**config.mk**
```make
export PLATFORM = sky130hd
export DESIGN_NAME = eight_bit_reload_timer
export DESIGN_NICKNAME = d
export VERILOG_FILES = /design/src/reload_timer_pkg.sv /design/src/prescaler_if.sv /design/src/timer_prescaler.sv /design/src/eight_bit_reload_timer.sv
export SDC_FILE = /design/constraint.sdc
export NUM_CORES = 1
export LEC_CHECK = 0
export BUFFER_PORTS_ARGS = -buffer_cell sky130_fd_sc_hd__buf_2
export CORE_MARGIN = 2
export CORE_UTILIZATION = 55
export CTS_BUF_LIST = sky130_fd_sc_hd__clkbuf_8
export CTS_CLUSTER_DIAMETER = 80
export DETAILED_ROUTE_END_ITERATION = 10
export PLACE_DENSITY = 0.9
export SLEW_MARGIN = 20
export SYNTH_ARGS = -nofsm -noshare
export SYNTH_HDL_FRONTEND = slang
export SYNTH_SLANG_ARGS = --single-unit
```
**constraint.sdc**
```tcl
create_clock -name pclk -period 3.7 [get_ports pclk]
set_clock_uncertainty 0.05 [all_clocks]
set_input_delay 0.37 -clock pclk [delete_from_list [all_inputs] [get_ports pclk]]
set_output_delay 0.37 -clock pclk [all_outputs]
set_load 0.05 [all_outputs]
```
**src/reload_timer_pkg.sv**
```systemverilog
// Constants for the eight-bit reload timer
package reload_timer_pkg;
   // Byte addresses of the registers (16-bit registers in low half of word)
   localparam logic [15:0] CLK_SEL_ADDR  = 16'h4200;
   localparam logic [15:0] RELOAD_ADDR   = 16'h4202;
   localparam logic [15:0] COUNT_ADDR    = 16'h4204;
   localparam logic [15:0] CONTROL_ADDR  = 16'h4206;
   localparam int          ADDR_W        = 16;
   // Control field positions
   localparam int          RUN_BIT       = 0;
   localparam int          PRESET_BIT    = 1;
   localparam int          MODE_BIT      = 4;
   // Reset values
   localparam logic [3:0]  CLK_SEL_RST   = 4'h0;
   localparam logic [7:0]  RELOAD_RST    = 8'h00;
   localparam logic [7:0]  COUNT_RST     = 8'hff;
   // Divider code range
   localparam logic [3:0]  DIV_CODE_MAX  = 4'he;
   localparam int          PRESCALE_W    = 14;
   // UART sampling division
   localparam int          UART_DIV      = 16;
endpackage

```
**src/prescaler_if.sv**
```systemverilog
// Interface carrying the prescaler tick towards the timer core
`timescale 1ns/1ps
interface prescaler_if;
   logic [3:0] div_sel;
   logic       tick;
   modport src (input div_sel, output tick);
   modport dst (output div_sel, input tick);
endinterface

```
**src/timer_prescaler.sv**
```systemverilog
// Free-running prescaler that yields one-cycle count ticks
`timescale 1ns/1ps
module timer_prescaler
   import reload_timer_pkg::*;
(
   input  wire logic  pclk,
   input  wire logic  presetn,
   input  wire logic  enable,
   prescaler_if.src   pif
);
   logic [PRESCALE_W-1:0] div_ff;
   logic [PRESCALE_W-1:0] nxt_div;
   logic [PRESCALE_W-1:0] mask;
   logic                  tick_ff;

   // Mask of low bits that must be all ones for the chosen power of two
   assign mask    = PRESCALE_W'((15'h0001 << pif.div_sel) - 15'h0001);
   assign nxt_div = PRESCALE_W'(div_ff + 1'b1);

   // Divider counter and tick pulse
   always_ff @(posedge pclk or negedge presetn)
   begin
      if (!presetn)
      begin
         div_ff  <= '0;
         tick_ff <= 1'b0;
      end
      else
      begin
         div_ff  <= enable ? nxt_div : '0;
         tick_ff <= enable && (pif.div_sel <= DIV_CODE_MAX)
                    && ((div_ff & mask) == mask);
      end
   end
   assign pif.tick = tick_ff;
endmodule

```
**src/eight_bit_reload_timer.sv**
```systemverilog
// APB eight-bit reload timer with repeat and one-shot modes
//
// Function
// - Control bit 4 selects repeat (0, default) or one-shot (1) count mode.
// - Repeat mode reloads on each underflow and keeps counting until stopped.
// - One-shot mode reloads at first underflow, then clears run by itself.
// - Four-bit code 0..e divides pclk by 1..16384; code f gives no clock.
// - Eight-bit presettable down counter with eight-bit reload register.
// - Underflow period is reload value plus one count clock periods.
// - Writing 1 to control bit 1 presets counter; writing 0 does nothing.
// - Writing 1 to run bit counts down from preset or current value.
// - Underflow emits a pulse, reloads and raises the interrupt request.
// - Writing 0 to run bit halts; counter holds its value.
// - Preset written with run bit 1 while running reloads the counter and counting goes on; with run bit 0 it stops.
// - Underflow pulse also feeds the UART, which divides it by 16.
//
// Implementation choice: the APB interface to the registers.
`timescale 1ns/1ps
module eight_bit_reload_timer
   import reload_timer_pkg::*;
(
   input  wire logic        pclk,
   input  wire logic        presetn,
   input  wire logic        psel,
   input  wire logic        penable,
   input  wire logic        pwrite,
   input  wire logic [31:0] paddr,
   input  wire logic [31:0] pwdata,
   input  wire logic [3:0]  pstrb,
   output logic      [31:0] prdata,
   output logic             pready,
   output logic             pslverr,
   input  wire logic        prescaler_run,
   output logic             underflow_pulse,
   output logic             timer_irq,
   output logic             uart_clk_pulse
);
   typedef enum logic [0:0] {
      ST_STOP = 1'b0,
      ST_RUN  = 1'b1
   } run_state_e;

   prescaler_if pif ();

   logic [3:0]  clock_divider_sel_ff;
   logic [7:0]  reload_value_ff;
   logic [7:0]  count_ff;
   logic [7:0]  nxt_count;
   logic        count_mode_sel_ff;
   run_state_e  state_ff;
   run_state_e  nxt_state;
   logic        underflow_ff;
   logic        irq_ff;
   logic        uart_ff;
   logic [31:0] prdata_ff;
   logic        pready_ff;
   logic        pslverr_ff;

   // APB decode: one wait state, answer in the second access-phase cycle
   logic        access;
   logic        wr_en;
   logic        low_lanes;
   logic        hit_clk;
   logic        hit_reload;
   logic        hit_count;
   logic        hit_ctl;
   logic        mapped;
   logic        wr_clk;
   logic        wr_reload;
   logic        wr_ctl;
   logic        preset_req;
   logic        run_wr_one;
   logic        run_wr_zero;
   logic        underflow;
   logic        count_step;
   logic [31:0] rd_mux;

   assign access      = psel && penable && !pready_ff;
   assign wr_en       = psel && penable && pready_ff && pwrite;  // Lands as pready stands high
   assign low_lanes   = pstrb[0];
   assign hit_clk     = paddr[ADDR_W-1:0] == CLK_SEL_ADDR;
   assign hit_reload  = paddr[ADDR_W-1:0] == RELOAD_ADDR;
   assign hit_count   = paddr[ADDR_W-1:0] == COUNT_ADDR;
   assign hit_ctl     = paddr[ADDR_W-1:0] == CONTROL_ADDR;
   assign mapped      = (paddr[31:ADDR_W] == '0) &&
                        (hit_clk || hit_reload || hit_count || hit_ctl);
   assign wr_clk      = wr_en && hit_clk && low_lanes && mapped;
   assign wr_reload   = wr_en && hit_reload && low_lanes && mapped;
   assign wr_ctl      = wr_en && hit_ctl && low_lanes && mapped;
   assign preset_req  = wr_ctl && pwdata[PRESET_BIT];
   assign run_wr_one  = wr_ctl && pwdata[RUN_BIT];
   assign run_wr_zero = wr_ctl && !pwdata[RUN_BIT];

   // Count step: a tick while running; a stop written at this edge freezes the counter
   assign count_step  = (state_ff == ST_RUN) && pif.tick && !run_wr_zero;
   // Underflow: a count step taken while the counter sits at zero
   assign underflow   = count_step && (count_ff == 8'h00);

   // Read mux; preset bit always reads zero, reserved bits read zero
   assign rd_mux = hit_clk    ? {28'h0000000, clock_divider_sel_ff} :
                   hit_reload ? {24'h000000, reload_value_ff} :
                   hit_count  ? {24'h000000, count_ff} :
                   hit_ctl    ? {27'h0000000, count_mode_sel_ff, 3'h0, state_ff == ST_RUN} :
                   32'h00000000;

   // Counter next value: preset wins over counting
   always_comb
   begin
      nxt_count = count_ff;
      if (preset_req)
         nxt_count = reload_value_ff;
      else if (underflow)
         nxt_count = reload_value_ff;
      else if (count_step)
         nxt_count = 8'(count_ff - 8'h01);
   end

   // Run state: software write, or self stop in one-shot mode
   always_comb
   begin
      nxt_state = state_ff;
      case (state_ff)
         ST_STOP:
         begin
            if (run_wr_one)
               nxt_state = ST_RUN;
         end
         ST_RUN:
         begin
            if (run_wr_zero)
               nxt_state = ST_STOP;
            else if (run_wr_one)
               nxt_state = ST_RUN;
            else if (underflow && count_mode_sel_ff)
               nxt_state = ST_STOP;
         end
         default:
            nxt_state = ST_STOP;
      endcase
   end

   // Configuration registers
   always_ff @(posedge pclk or negedge presetn)
   begin
      if (!presetn)
      begin
         clock_divider_sel_ff <= CLK_SEL_RST;
         reload_value_ff      <= RELOAD_RST;
         count_mode_sel_ff    <= 1'b0;
      end
      else
      begin
         if (wr_clk)
            clock_divider_sel_ff <= pwdata[3:0];
         if (wr_reload)
            reload_value_ff <= pwdata[7:0];
         if (wr_ctl)
            count_mode_sel_ff <= pwdata[MODE_BIT];
      end
   end

   // Counter and run state
   always_ff @(posedge pclk or negedge presetn)
   begin
      if (!presetn)
      begin
         count_ff <= COUNT_RST;
         state_ff <= ST_STOP;
      end
      else
      begin
         count_ff <= nxt_count;
         state_ff <= nxt_state;
      end
   end

   // Event outputs, one pclk each, all from the same underflow
   always_ff @(posedge pclk or negedge presetn)
   begin
      if (!presetn)
      begin
         underflow_ff <= 1'b0;
         irq_ff       <= 1'b0;
         uart_ff      <= 1'b0;
      end
      else
      begin
         underflow_ff <= underflow;
         irq_ff       <= underflow;
         uart_ff      <= underflow;
      end
   end

   // APB answer registers
   always_ff @(posedge pclk or negedge presetn)
   begin
      if (!presetn)
      begin
         prdata_ff  <= 32'h00000000;
         pready_ff  <= 1'b0;
         pslverr_ff <= 1'b0;
      end
      else
      begin
         pready_ff  <= access;
         pslverr_ff <= access && !mapped;
         if (access && !pwrite)
            prdata_ff <= mapped ? rd_mux : 32'h00000000;
      end
   end

   assign pif.div_sel = clock_divider_sel_ff;

   timer_prescaler i_timer_prescaler (
      .pclk    (pclk),
      .presetn (presetn),
      .enable  (prescaler_run),
      .pif     (pif)
   );

   assign prdata          = prdata_ff;
   assign pready          = pready_ff;
   assign pslverr         = pslverr_ff;
   assign underflow_pulse = underflow_ff;
   assign timer_irq       = irq_ff;
   assign uart_clk_pulse  = uart_ff;
endmodule

```
---- Word level (Yosys, flattened, before mapping) ----
Index checks and enable logic that the tools add are counted.
storage, ports and cells
  register bits ........................... 72
  latch bits .............................. 0
  memory bits (writable) .................. 0
  ROM bits ................................ 0
  bits of input ports ..................... 74
  output and inout bits ................... 37
  word-level logic and storage cells ...... 73
  memories kept ........................... 0
operators by class
  add/subtract/negate cells ............... 3
  $mul .................................... 0
  div/mod/pow operators ................... 0
  $lt $le $gt $ge ......................... 1
  equal/unequal tests ..................... 5
  shifts and indexed selects .............. 1
  mux-type cells .......................... 14
  bitwise gates (word level) .............. 2
  reductions and logical operators ........ 36
operator list
  kind                   count
  $eq 16x15->1 const B   4
  $mux 8                 7
  $logic_and 1x1->1      25
  $logic_not 16->1       1
  $add 14x1->14 const B  1
  $and 14x14->14         1
  $eq 14x14->1           1
  $mux 14                1
  $shl 1x4->14 const A   1
  $sub 14x1->14 const B  1
  $logic_not 8->1        1
  $sub 8x1->8 const B    1
  $logic_not 1->1        5
  $mux 5                 1
  $le 4x4->1 const B     1
  $mux 1                 4
  $logic_or 1x1->1       3
  $reduce_bool 3->1      1
  $pmux 1 s2             1
  $not 1->1              1

---- Logic depth before layout (Yosys ltp) ----
Gate-level depths: netlist (run 1).
  depth after elaboration ................. 15
  mapped depth ............................ 10
  mapped depth without buffers ............ 8

---- Cells and area by module ----
A second synthesis (run 1) with hierarchy kept.
unflattened totals
  cells, all modules ...................... 318
  area total of the unflattened synthesis .. 3109.2 um^2
by module, submodules not included
  module                  instances  cells an instance  area each (um^2)  sequential area each (um^2)
  eight_bit_reload_timer  1          206                2110.8            835.8
  timer_prescaler         1          112                998.5             375.4

---- Least setup slack after synthesis (run 1) ----
OpenSTA, ideal clock, no wires.
  kind .................................... register to register
  from .................................... reg pready_ff, in the netlist pready
  to ...................................... reg count_ff[1]
  setup time .............................. 75 ps
  arrival ................................. 2186 ps
  required time ........................... 3575 ps
  path slack .............................. 1389 ps
  stages on the path, launching flop included .. 7
  path buffers ............................ 0
  period minus slack after synthesis ...... 2311 ps
  cells stage by stage .................... dfrtp_1 > nand3_1 > or4_1 > nor4_4 > nor2_1 > a22oi_1 > a2bb2oi_1
on the way
  word-level cells in the longest chain between the ends .. 11
  elaborated cells on any way between the ends .. 13
  classes of those cells .................. 2 x mux; 11 x reduce/logical
ends and longest elaborated chain
  element                             RTL line                       source
  from (decl)                         eight_bit_reload_timer.sv:56   logic pready_ff;
  from (signal assigned)              eight_bit_reload_timer.sv:205  pready_ff <= access;
  $logic_and 1x1->1 (*) (2 in a row)  eight_bit_reload_timer.sv:79   assign wr_en = psel && penable && pready_ff && pwrite;
  $logic_and 1x1->1 (*) (3 in a row)  eight_bit_reload_timer.sv:89   assign wr_ctl = wr_en && hit_ctl && low_lanes && mapped;
  $logic_and 1x1->1                   eight_bit_reload_timer.sv:92   assign run_wr_zero = wr_ctl && !pwdata[RUN_BIT];
  $logic_not 1->1                     eight_bit_reload_timer.sv:95   assign count_step = (state_ff == ST_RUN) && pif.tick && !run_wr_zero;
  $logic_and 1x1->1                   eight_bit_reload_timer.sv:95
  $logic_and 1x1->1                   eight_bit_reload_timer.sv:97   assign underflow = count_step && (count_ff == 8'h00);
  $mux 8                              eight_bit_reload_timer.sv:112  else if (underflow)
  $mux 8                              eight_bit_reload_timer.sv:110  if (preset_req)
  to (signal assigned)                eight_bit_reload_timer.sv:172  count_ff <= nxt_count;
  to (decl)                           eight_bit_reload_timer.sv:47   logic [7:0] count_ff;
Mark *: on every way between the ends. The rest lies on a longest branch, timed or not.
A chain may end at the register's enable or synchronous reset.

---- Final worst setup path (run 1) ----
  from .................................... in paddr[4]
  to ...................................... reg count_ff[5]
on the way
  word-level cells in the longest chain between the ends .. 12
  elaborated cells on any way between the ends .. 19
  classes of those cells .................. 4 x eq/ne; 2 x mux; 13 x reduce/logical
ends and longest elaborated chain
  element                          RTL line                                                    source
  from (decl)                      eight_bit_reload_timer.sv:27                                input wire logic [31:0] paddr,
  $eq 16x15->1 (on tied branches)  eight_bit_reload_timer.sv:81, eight_bit_reload_timer.sv:82
  $logic_or 1x1->1 (3 in a row)    eight_bit_reload_timer.sv:86                                (hit_clk || hit_reload || hit_count || hit_ctl);
  $logic_and 1x1->1                eight_bit_reload_timer.sv:85                                assign mapped = (paddr[31:ADDR_W] == '0) &&
  $logic_and 1x1->1 (*)            eight_bit_reload_timer.sv:89
  $logic_and 1x1->1                eight_bit_reload_timer.sv:92
  $logic_not 1->1                  eight_bit_reload_timer.sv:95
  $logic_and 1x1->1                eight_bit_reload_timer.sv:95
  $logic_and 1x1->1                eight_bit_reload_timer.sv:97
  $mux 8                           eight_bit_reload_timer.sv:112
  $mux 8                           eight_bit_reload_timer.sv:110
Marked as above.

==> results of run 1 <==
-- flip-flops by register name, summed over array words and instances, names as in the netlist --
signal,flops
i_timer_prescaler.div_ff,14
count_mode_sel_ff,1
uart_clk_pulse,1
reload_value_ff,8
clock_divider_sel_ff,4
pready,1
pslverr,1
prdata,8
count_ff,8
state_ff,1
i_timer_prescaler.pif.tick,1
-- synthesized netlist by cell type (2+ instances only) --
master / n
sky130_fd_sc_hd__nor3_2: 2
sky130_fd_sc_hd__or3_1: 4
sky130_fd_sc_hd__clkbuf_1: 12
sky130_fd_sc_hd__nand2_1: 30
sky130_fd_sc_hd__o31ai_1: 6
sky130_fd_sc_hd__a31oi_1: 2
sky130_fd_sc_hd__o22ai_1: 2
sky130_fd_sc_hd__mux2_2: 13
sky130_fd_sc_hd__a221oi_1: 3
sky130_fd_sc_hd__nor4_1: 8
sky130_fd_sc_hd__nor3_1: 2
sky130_fd_sc_hd__nor2_1: 14
sky130_fd_sc_hd__xnor2_1: 13
sky130_fd_sc_hd__nor4b_2: 2
sky130_fd_sc_hd__nand4_1: 7
sky130_fd_sc_hd__and3_1: 2
sky130_fd_sc_hd__nand3_1: 10
sky130_fd_sc_hd__and2_1: 16
sky130_fd_sc_hd__a2bb2oi_1: 3
sky130_fd_sc_hd__o21ai_0: 14
sky130_fd_sc_hd__or2_2: 4
sky130_fd_sc_hd__buf_4: 26
sky130_fd_sc_hd__a22oi_1: 5
sky130_fd_sc_hd__dfstp_2: 8
sky130_fd_sc_hd__buf_2: 2
sky130_fd_sc_hd__ha_1: 3
sky130_fd_sc_hd__a211o_1: 2
sky130_fd_sc_hd__and4_1: 2
sky130_fd_sc_hd__nor4b_1: 2
sky130_fd_sc_hd__o211a_1: 2
sky130_fd_sc_hd__nand2b_1: 3
sky130_fd_sc_hd__inv_1: 6
sky130_fd_sc_hd__nor2b_1: 5
sky130_fd_sc_hd__a21oi_1: 6
sky130_fd_sc_hd__mux2i_1: 3
sky130_fd_sc_hd__nor3b_1: 2
sky130_fd_sc_hd__nor4_4: 2
sky130_fd_sc_hd__dfrtp_1: 40
sky130_fd_sc_hd__o22a_1: 2
-- cell families (layout without fill, tap and decap cells) --
logic type	count (synthesis)	after routing
compound gates	54	54
xor+xnor	14	14
simple gates	120	120
mux	16	16
other cells	1	24
fa+ha+maj	3	3
flops	48	48
buf+inv	47	73
-- power by group through the flow --
| stage | Sequential (W) | Clock, W | Combinational, W |
|---|---|---|---|
| CTS | 0.000532 | 0.000339 | 0.000120 |
| finish | 0.000532 | 0.000333 | 0.000120 |
| detailed placement | 0.000542 | 0 | 0.000120 |
| global route | 0.000533 | 0.000364 | 0.000128 |
| global placement | 0.000542 | 0 | 0.000119 |
| floorplan | 0.000546 | 0 | 0.0000932 |
-- cell type report --
| type | count | area, um2 |
|---|---|---|
| inverters | 6 | 22.5 |
| clock inverters | 1 | 3.75 |
| well taps | 70 | 87.6 |
| clock buffers | 7 | 96.3 |
| fillers | 438 | 1880 |
| flip-flops and latches | 48 | 1210 |
| repair buffers | 59 | 298 |
| multi-input cells | 231 | 1510 |
-- routing by layer --
layer / global-route usage [%] / vias to the layer above / share of wire (%)
li1: - / 1125 / -
met1: 30.7 / 1140 / 44
met2: 35.4 / 114 / 48
met3: 4.35 / 5 / 7.2
met4: 3.82 / 0 / 0.81
met5: 0 / - / 0
-- per-stage QoR --
stage                     std cells  hold WS [ns]  power, W  setup WS, ns  instance area (um2)
final                           422        0.0201  0.000985          1.21                 3220
after global routing            422        0.0568   0.00103          1.06                 3220
after CTS                       422         0.233  0.000991          1.20                 3220
after detailed placement        414         0.417  0.000663         0.874                 3120
after global placement          414         0.411  0.000660         0.963                 3120
after floorplan                 326        0.0244  0.000639          1.39                 3000
-- worst min path at each step --
stage                                    to  slack (ns)  cells past startpoint
detailed placement                prdata[6]        0.42                      2
CTS                      reload_value_ff[3]        0.23                      1
floorplan           clock_divider_sel_ff[0]        0.02                      0
finish                               pready        0.02                      1
global route        clock_divider_sel_ff[0]        0.06                      1
global placement                  prdata[6]        0.41                      2
==> impl_results.rst, run 1 <==
.. list-table::
   :header-rows: 1

   * - Metric
     - Value
   * - Crit path launch
     - paddr[4]
   * - Number of enable flip-flop cells after synthesis
     - 0
   * - DIE HEIGHT
     - 76.8 um
   * - Combinational family with the most area after synthesis
     - simple AND/OR/NAND/NOR gates
   * - Final standard cell utilization of the core
     - 63.1%
   * - Reg2reg path depth
     - 6
   * - Endpoint required time on the critical path
     - 3.88 ns
   * - Internal portion of total power
     - 0.000724 W
   * - Termination of the worst setup path
     - count_ff[5]
   * - Relative slew slack
     - 52.9%
   * - Final hold violation count
     - 0
   * - Area growth, synth to finish
     - 10.6%
   * - Seq/Total Area, Yosys
     - 41.6%
   * - Area of the core
     - 0.00511 mm2
   * - Average cell area after synthesis
     - 9.62 um2
   * - Clk root buf
     - sky130_fd_sc_hd__clkbuf_8
   * - Number of warning messages in the yosys log
     - 0
   * - Number of core rows
     - 26
   * - Maximum capacitance violations
     - 0
   * - Tightest Pin Transition
     - 0.700 ns
   * - Postcts setup bufs
     - 0
   * - Data arrival time of the critical path
     - 2.67 ns
   * - CTS-repair resized insts
     - 0
   * - Detailed-route via count
     - 2384
   * - DIE AREA
     - 0.00590 mm2
   * - Cell type with the highest aggregate area in the netlist
     - sky130_fd_sc_hd__dfrtp_1
   * - Global placement routability congestion
     - 0.902
   * - Slowest cell on the critical path
     - sky130_fd_sc_hd__or3_1
   * - Critical R2R Capture
     - count_ff[5]
   * - Antenna Cells
     - 0
   * - H-tree levels
     - 2
   * - Beginning of the worst register-to-register path
     - pready
   * - DRC
     - 0
   * - Clock sink count
     - 48
   * - First-pass GRT wire length
     - 10400 um
   * - Number of instances in the synthesized netlist
     - 303
   * - Share of power burned in registers
     - 54.0%
   * - Share of total power consumed by net switching
     - 26.5%
   * - Final Max Tran Viols
     - 0
   * - Hold-fix buffer count after cts
     - 0
   * - Hold crit path type
     - in2async
   * - Area share of the largest cell type after synthesis
     - 34.3%
   * - Shortest period the worst path allows
     - 2.49 ns
   * - Max Buffers Root-to-Sink
     - 2
   * - Proportion of synthesized flip-flops having asynchronous set or reset
     - 100%
   * - Compound-Gate Fraction of Synth Area
     - 12.9%
   * - Share of cells above drive strength 1
     - 28.1%
   * - Via density per instance
     - 5.65
   * - Most frequent standard cell in the layout excluding fill and tap cells
     - sky130_fd_sc_hd__buf_2
   * - Share of the clock period used by the worst path
     - 67.3%
   * - Unique masters post-synth
     - 52
   * - Reported leakage power
     - 1.52 nW
   * - Post-synthesis adder-cell area fraction
     - 1.29%
   * - Critical path launch point type
     - input port
   * - Proportion of synthesized area in mux cells
     - 6.05%
   * - Top cells by area in the synthesized netlist
     - sky130_fd_sc_hd__dfrtp_1 34%, sky130_fd_sc_hd__dfstp_2 7.2%, sky130_fd_sc_hd__buf_4 6.7%
   * - Net count reported at finish
     - 428
   * - Most frequent cells in the layout
     - 58 x sky130_fd_sc_hd__buf_2, 40 x sky130_fd_sc_hd__dfrtp_1, 30 x sky130_fd_sc_hd__nand2_1, 24 x sky130_fd_sc_hd__conb_1, 16 x sky130_fd_sc_hd__and2_1
   * - Simple-gate area share of the yosys netlist
     - 24.1%
   * - Number of antenna violations at the first check in global routing
     - 0
   * - Total wire length
     - 5960 um
   * - Ports placed on the boundary
     - 111
   * - Share of the synthesized netlist area taken by xor and xnor gates
     - 4.21%
   * - Class of the most critical setup path
     - in2reg
   * - Number of global-route vias before repair
     - 2247
   * - Insertion delay of the later-clocked pin in the worst-skew pair
     - 0.30 ns
   * - Number of buffers and inverters on the critical path
     - 1
   * - IO Port Bufs
     - 59
   * - Part of the total power dissipated in combinational logic
     - 12.2%
   * - Total congestion overflow
     - 0
   * - Number of storage elements in the synthesis netlist
     - 48
   * - Pin count of the biggest net entering global routing
     - 49
   * - Total number of cells along the worst setup path
     - 7
   * - Slowest Stage Delay on Critical Path
     - 0.69 ns
   * - Violation count after the first detailed-routing iteration
     - 142
   * - Clock edge transition at the registers on the reported setup and hold paths
     - 0.08 ns
   * - Pwr per Cell Area
     - 306 mW/mm2
   * - Setup violators final
     - 0
   * - Total negative slack for setup checks
     - 0 ns
   * - Syn Std Cell Area
     - 0.00291 mm2
   * - Number of iterations in the first detailed-routing pass
     - 4
   * - Worst setup slack for register-to-register paths
     - 1.33 ns
   * - Overall track demand over capacity in global routing
     - 21.8%
   * - Width of the die
     - 76.8 um
   * - Unrepaired setup endpoints after global routing
     - false
   * - Initial core utilization
     - 57.1%
   * - Run status
     - finished clean
   * - Clock buffer count from CTS
     - 5
   * - Cells along the critical path
     - buf_2 -> nor4_2 -> nand4_1 -> or3_1 -> nor3_2 -> a22oi_1 -> o211a_1
   * - Clock network fraction of design power
     - 33.8%
   * - Largest fanout on the critical path
     - 15
   * - Net switching power
     - 0.000261 W
   * - Crit path capture type
     - flip-flop
   * - Max Freq
     - 0.402 GHz
   * - Flip-flop cell with the highest count after synthesis
     - sky130_fd_sc_hd__dfrtp_1
   * - Remaining antenna violation count
     - 0
   * - Clock tree from TritonCTS
     - yes
   * - Delay-heaviest family, CP
     - simple AND/OR/NAND/NOR gates
   * - Post-detail-place hpwl
     - 4570 um
   * - Routed length per instance
     - 14.1 um
   * - Largest vdd supply drop
     - 0.183 mV
Note: power is estimated with default switching activity, not from simulation.
==> run 2: changes to the inputs <==
--- a/config.mk
+++ b/config.mk
@@ -7,11 +7,11 @@
 export LEC_CHECK = 0
 export BUFFER_PORTS_ARGS = -buffer_cell sky130_fd_sc_hd__buf_2
 export CORE_MARGIN = 2
-export CORE_UTILIZATION = 55
+export CORE_UTILIZATION = 46
 export CTS_BUF_LIST = sky130_fd_sc_hd__clkbuf_8
 export CTS_CLUSTER_DIAMETER = 80
 export DETAILED_ROUTE_END_ITERATION = 10
-export PLACE_DENSITY = 0.9
+export PLACE_DENSITY = 0.81
 export SLEW_MARGIN = 20
 export SYNTH_ARGS = -nofsm -noshare
 export SYNTH_HDL_FRONTEND = slang
==> constraint.sdc (replaced) <==
create_clock -name pclk -period 2.17 [get_ports pclk]
set_clock_uncertainty 0.05 [all_clocks]
set_input_delay 0.217 -clock pclk [delete_from_list [all_inputs] [get_ports pclk]]
set_output_delay 0.217 -clock pclk [all_outputs]
set_load 0.05 [all_outputs]
==> impl_results.rst, run 2 (synthesis gave the netlist of run 1 again) <==
.. list-table::
   :header-rows: 1

   * - Metric
     - Value
   * - Setup violators final
     - 0
   * - Share of the clock period used by the worst path
     - 95.9%
   * - Max Buffers Root-to-Sink
     - 2
   * - Clock tree from TritonCTS
     - yes
   * - Routed length per instance
     - 14.3 um
   * - DIE AREA
     - 0.00699 mm2
   * - Critical path launch point type
     - flip-flop
   * - Number of iterations in the first detailed-routing pass
     - 4
   * - Insertion delay of the later-clocked pin in the worst-skew pair
     - 0.31 ns
   * - Min setup slack post-route
     - 0.0898 ns
   * - Worst hold slack after final layout
     - 0.0853 ns
   * - Share of cells above drive strength 1
     - 33.0%
   * - Fillers
     - 548
   * - Number of core rows
     - 28
   * - Tightest Pin Transition
     - 0.508 ns
   * - Most frequent standard cell in the layout excluding fill and tap cells
     - sky130_fd_sc_hd__buf_2
   * - Clock sink count
     - 48
   * - Maximum capacitance violations
     - 0
   * - Pwr per Cell Area
     - 482 mW/mm2
   * - Net switching power
     - 0.000471 W
   * - DP Worst Slack
     - -0.110 ns
   * - Shortest period the worst path allows
     - 2.08 ns
   * - Number of buffers and inverters on the critical path
     - 1
   * - First-pass GRT wire length
     - 10800 um
   * - Slowest Stage Delay on Critical Path
     - 0.55 ns
   * - Reported leakage power
     - 1.63 nW
   * - Pin count of the biggest net entering global routing
     - 20
   * - Width of the die
     - 83.6 um
   * - Delay-heaviest family, CP
     - simple AND/OR/NAND/NOR gates
   * - Total congestion overflow
     - 0
   * - Net count reported at finish
     - 452
   * - Area growth, synth to finish
     - 16.8%
   * - Global placement routability congestion
     - 0.929
   * - Class of the most critical setup path
     - reg2reg
   * - Clock network fraction of design power
     - 31.8%
   * - Unrepaired setup endpoints after global routing
     - false
   * - Post-detail-place hpwl
     - 4930 um
   * - Crit path capture type
     - flip-flop
   * - Internal portion of total power
     - 0.00117 W
   * - Max Freq
     - 0.481 GHz
   * - Final hold violation count
     - 0
   * - Clk root buf
     - sky130_fd_sc_hd__clkbuf_8
   * - Overall track demand over capacity in global routing
     - 18.5%
   * - Detailed-route via count
     - 2471
   * - Run status
     - finished clean
   * - DIE HEIGHT
     - 83.6 um
   * - Largest vdd supply drop
     - 0.260 mV
   * - Endpoint required time on the critical path
     - 2.36 ns
   * - Area of the core
     - 0.00603 mm2
   * - Register name with the most flops
     - i_timer_prescaler.div_ff
   * - H-tree levels
     - 2
   * - Most frequent cells in the layout
     - 59 x sky130_fd_sc_hd__buf_2, 39 x sky130_fd_sc_hd__dfrtp_1, 30 x sky130_fd_sc_hd__nand2_1, 24 x sky130_fd_sc_hd__conb_1, 23 x sky130_fd_sc_hd__buf_4
   * - Ports placed on the boundary
     - 111
   * - Cells along the critical path
     - inv_1 -> ha_1 -> nor3b_1 -> and2_1 -> or2_2 -> a211o_1 -> o211a_1
   * - IO Port Bufs
     - 59
   * - Clock buffer count from CTS
     - 5
   * - Largest fanout on the critical path
     - 5
   * - Data arrival time of the critical path
     - 2.27 ns
   * - Number of antenna violations at the first check in global routing
     - 0
   * - Remaining antenna violation count
     - 0
   * - Final Max Tran Viols
     - 0
   * - Antenna Cells
     - 0
   * - Max reg flops
     - 14
   * - Initial core utilization
     - 48.4%
   * - Violation count after the first detailed-routing iteration
     - 166
   * - Share of power burned in registers
     - 55.3%
   * - Share of total power consumed by net switching
     - 28.7%
   * - Total wire length
     - 6430 um
   * - Part of the total power dissipated in combinational logic
     - 13.0%
   * - Clock edge transition at the registers on the reported setup and hold paths
     - 0.09 ns
   * - Hold crit path type
     - in2reg
   * - DRC
     - 0
   * - Relative slew slack
     - 66.2%
   * - Via density per instance
     - 5.48
   * - Number of global-route vias before repair
     - 2305
   * - Slowest cell on the critical path
     - sky130_fd_sc_hd__dfstp_2
==> run 2: final cells by class <==
cell class / count / area [um2] / area share, %
inverter: 6 / 22.5 / 0.662
clock inverter: 3 / 12.5 / 0.368
timing repair buffer: 83 / 478 / 14.0
tap: 75 / 93.8 / 2.76
clock buffer: 5 / 68.8 / 2.02
sequential: 48 / 1210 / 35.6
multi-input combinational: 231 / 1520 / 44.5
==> run 2: worst register-to-register path: stages (launching register included) <==
cell and delay (ns):
sky130_fd_sc_hd__dfstp_2 0.55, sky130_fd_sc_hd__inv_1 0.07, sky130_fd_sc_hd__ha_1 0.24, sky130_fd_sc_hd__nor3b_1 0.16, sky130_fd_sc_hd__and2_1 0.23, sky130_fd_sc_hd__or2_2 0.32
sky130_fd_sc_hd__a211o_1 0.29, sky130_fd_sc_hd__o211a_1 0.11
==> run 2: metal layers <==
layer | GRT usage, % | wire [um]
met5 | 0 | 0
met4 | 4.25 | 48
met3 | 3.66 | 406
met2 | 30.0 | 2910
met1 | 25.7 | 3070
==> run 2: path summary, 6_finish.rpt <==
check                       startpoint                 end  slack [ns]  cells after the start
setup / recovery           count_ff[0]         count_ff[5]        0.09                      7
setup reg to reg           count_ff[0]         count_ff[5]        0.09                      7
min in group asynchronous      presetn  reload_value_ff[7]        0.31                      2
hold reg to reg              prdata[7]           prdata[7]        0.43                      2
max in group asynchronous      presetn         count_ff[0]        1.11                      3
hold / removal               pwdata[5]  reload_value_ff[5]        0.09                      2
==> run 2: what timing repair did <==
action / in CTS / in global routing
setup buffers: 0 / 0
setup endpoints to repair: 0 / 7
endpoints found under the hold margin: 9 / 0
hold buffers: 1 / 0
resized for setup: 0 / 2
==> run 2: metrics by stage <==
step / instance area (um2) / std cells / power, W / TNS, ns / utilization, %
2_1_floorplan: 3000 / 326 / 0.00109 / 0 / -
3_3_place_gp: 3300 / 442 / 0.00113 / -0.580 / 54.8
3_5_place_dp: 3300 / 442 / 0.00114 / -1.21 / 54.8
4_1_cts: 3390 / 451 / 0.00164 / 0 / 56.3
5_1_grt: 3400 / 451 / 0.00170 / 0 / 56.5
6_report: 3400 / 451 / 0.00164 / 0 / 56.5
==> run 2: power by group through the flow <==
stage / Clock [W] / Sequential [W] / Combinational [W]
floorplan: 0 / 0.000931 / 0.000159
global placement: 0 / 0.000924 / 0.000209
detailed placement: 0 / 0.000925 / 0.000212
CTS: 0.000523 / 0.000908 / 0.000214
finish: 0.000521 / 0.000907 / 0.000213
global route: 0.000563 / 0.000909 / 0.000230
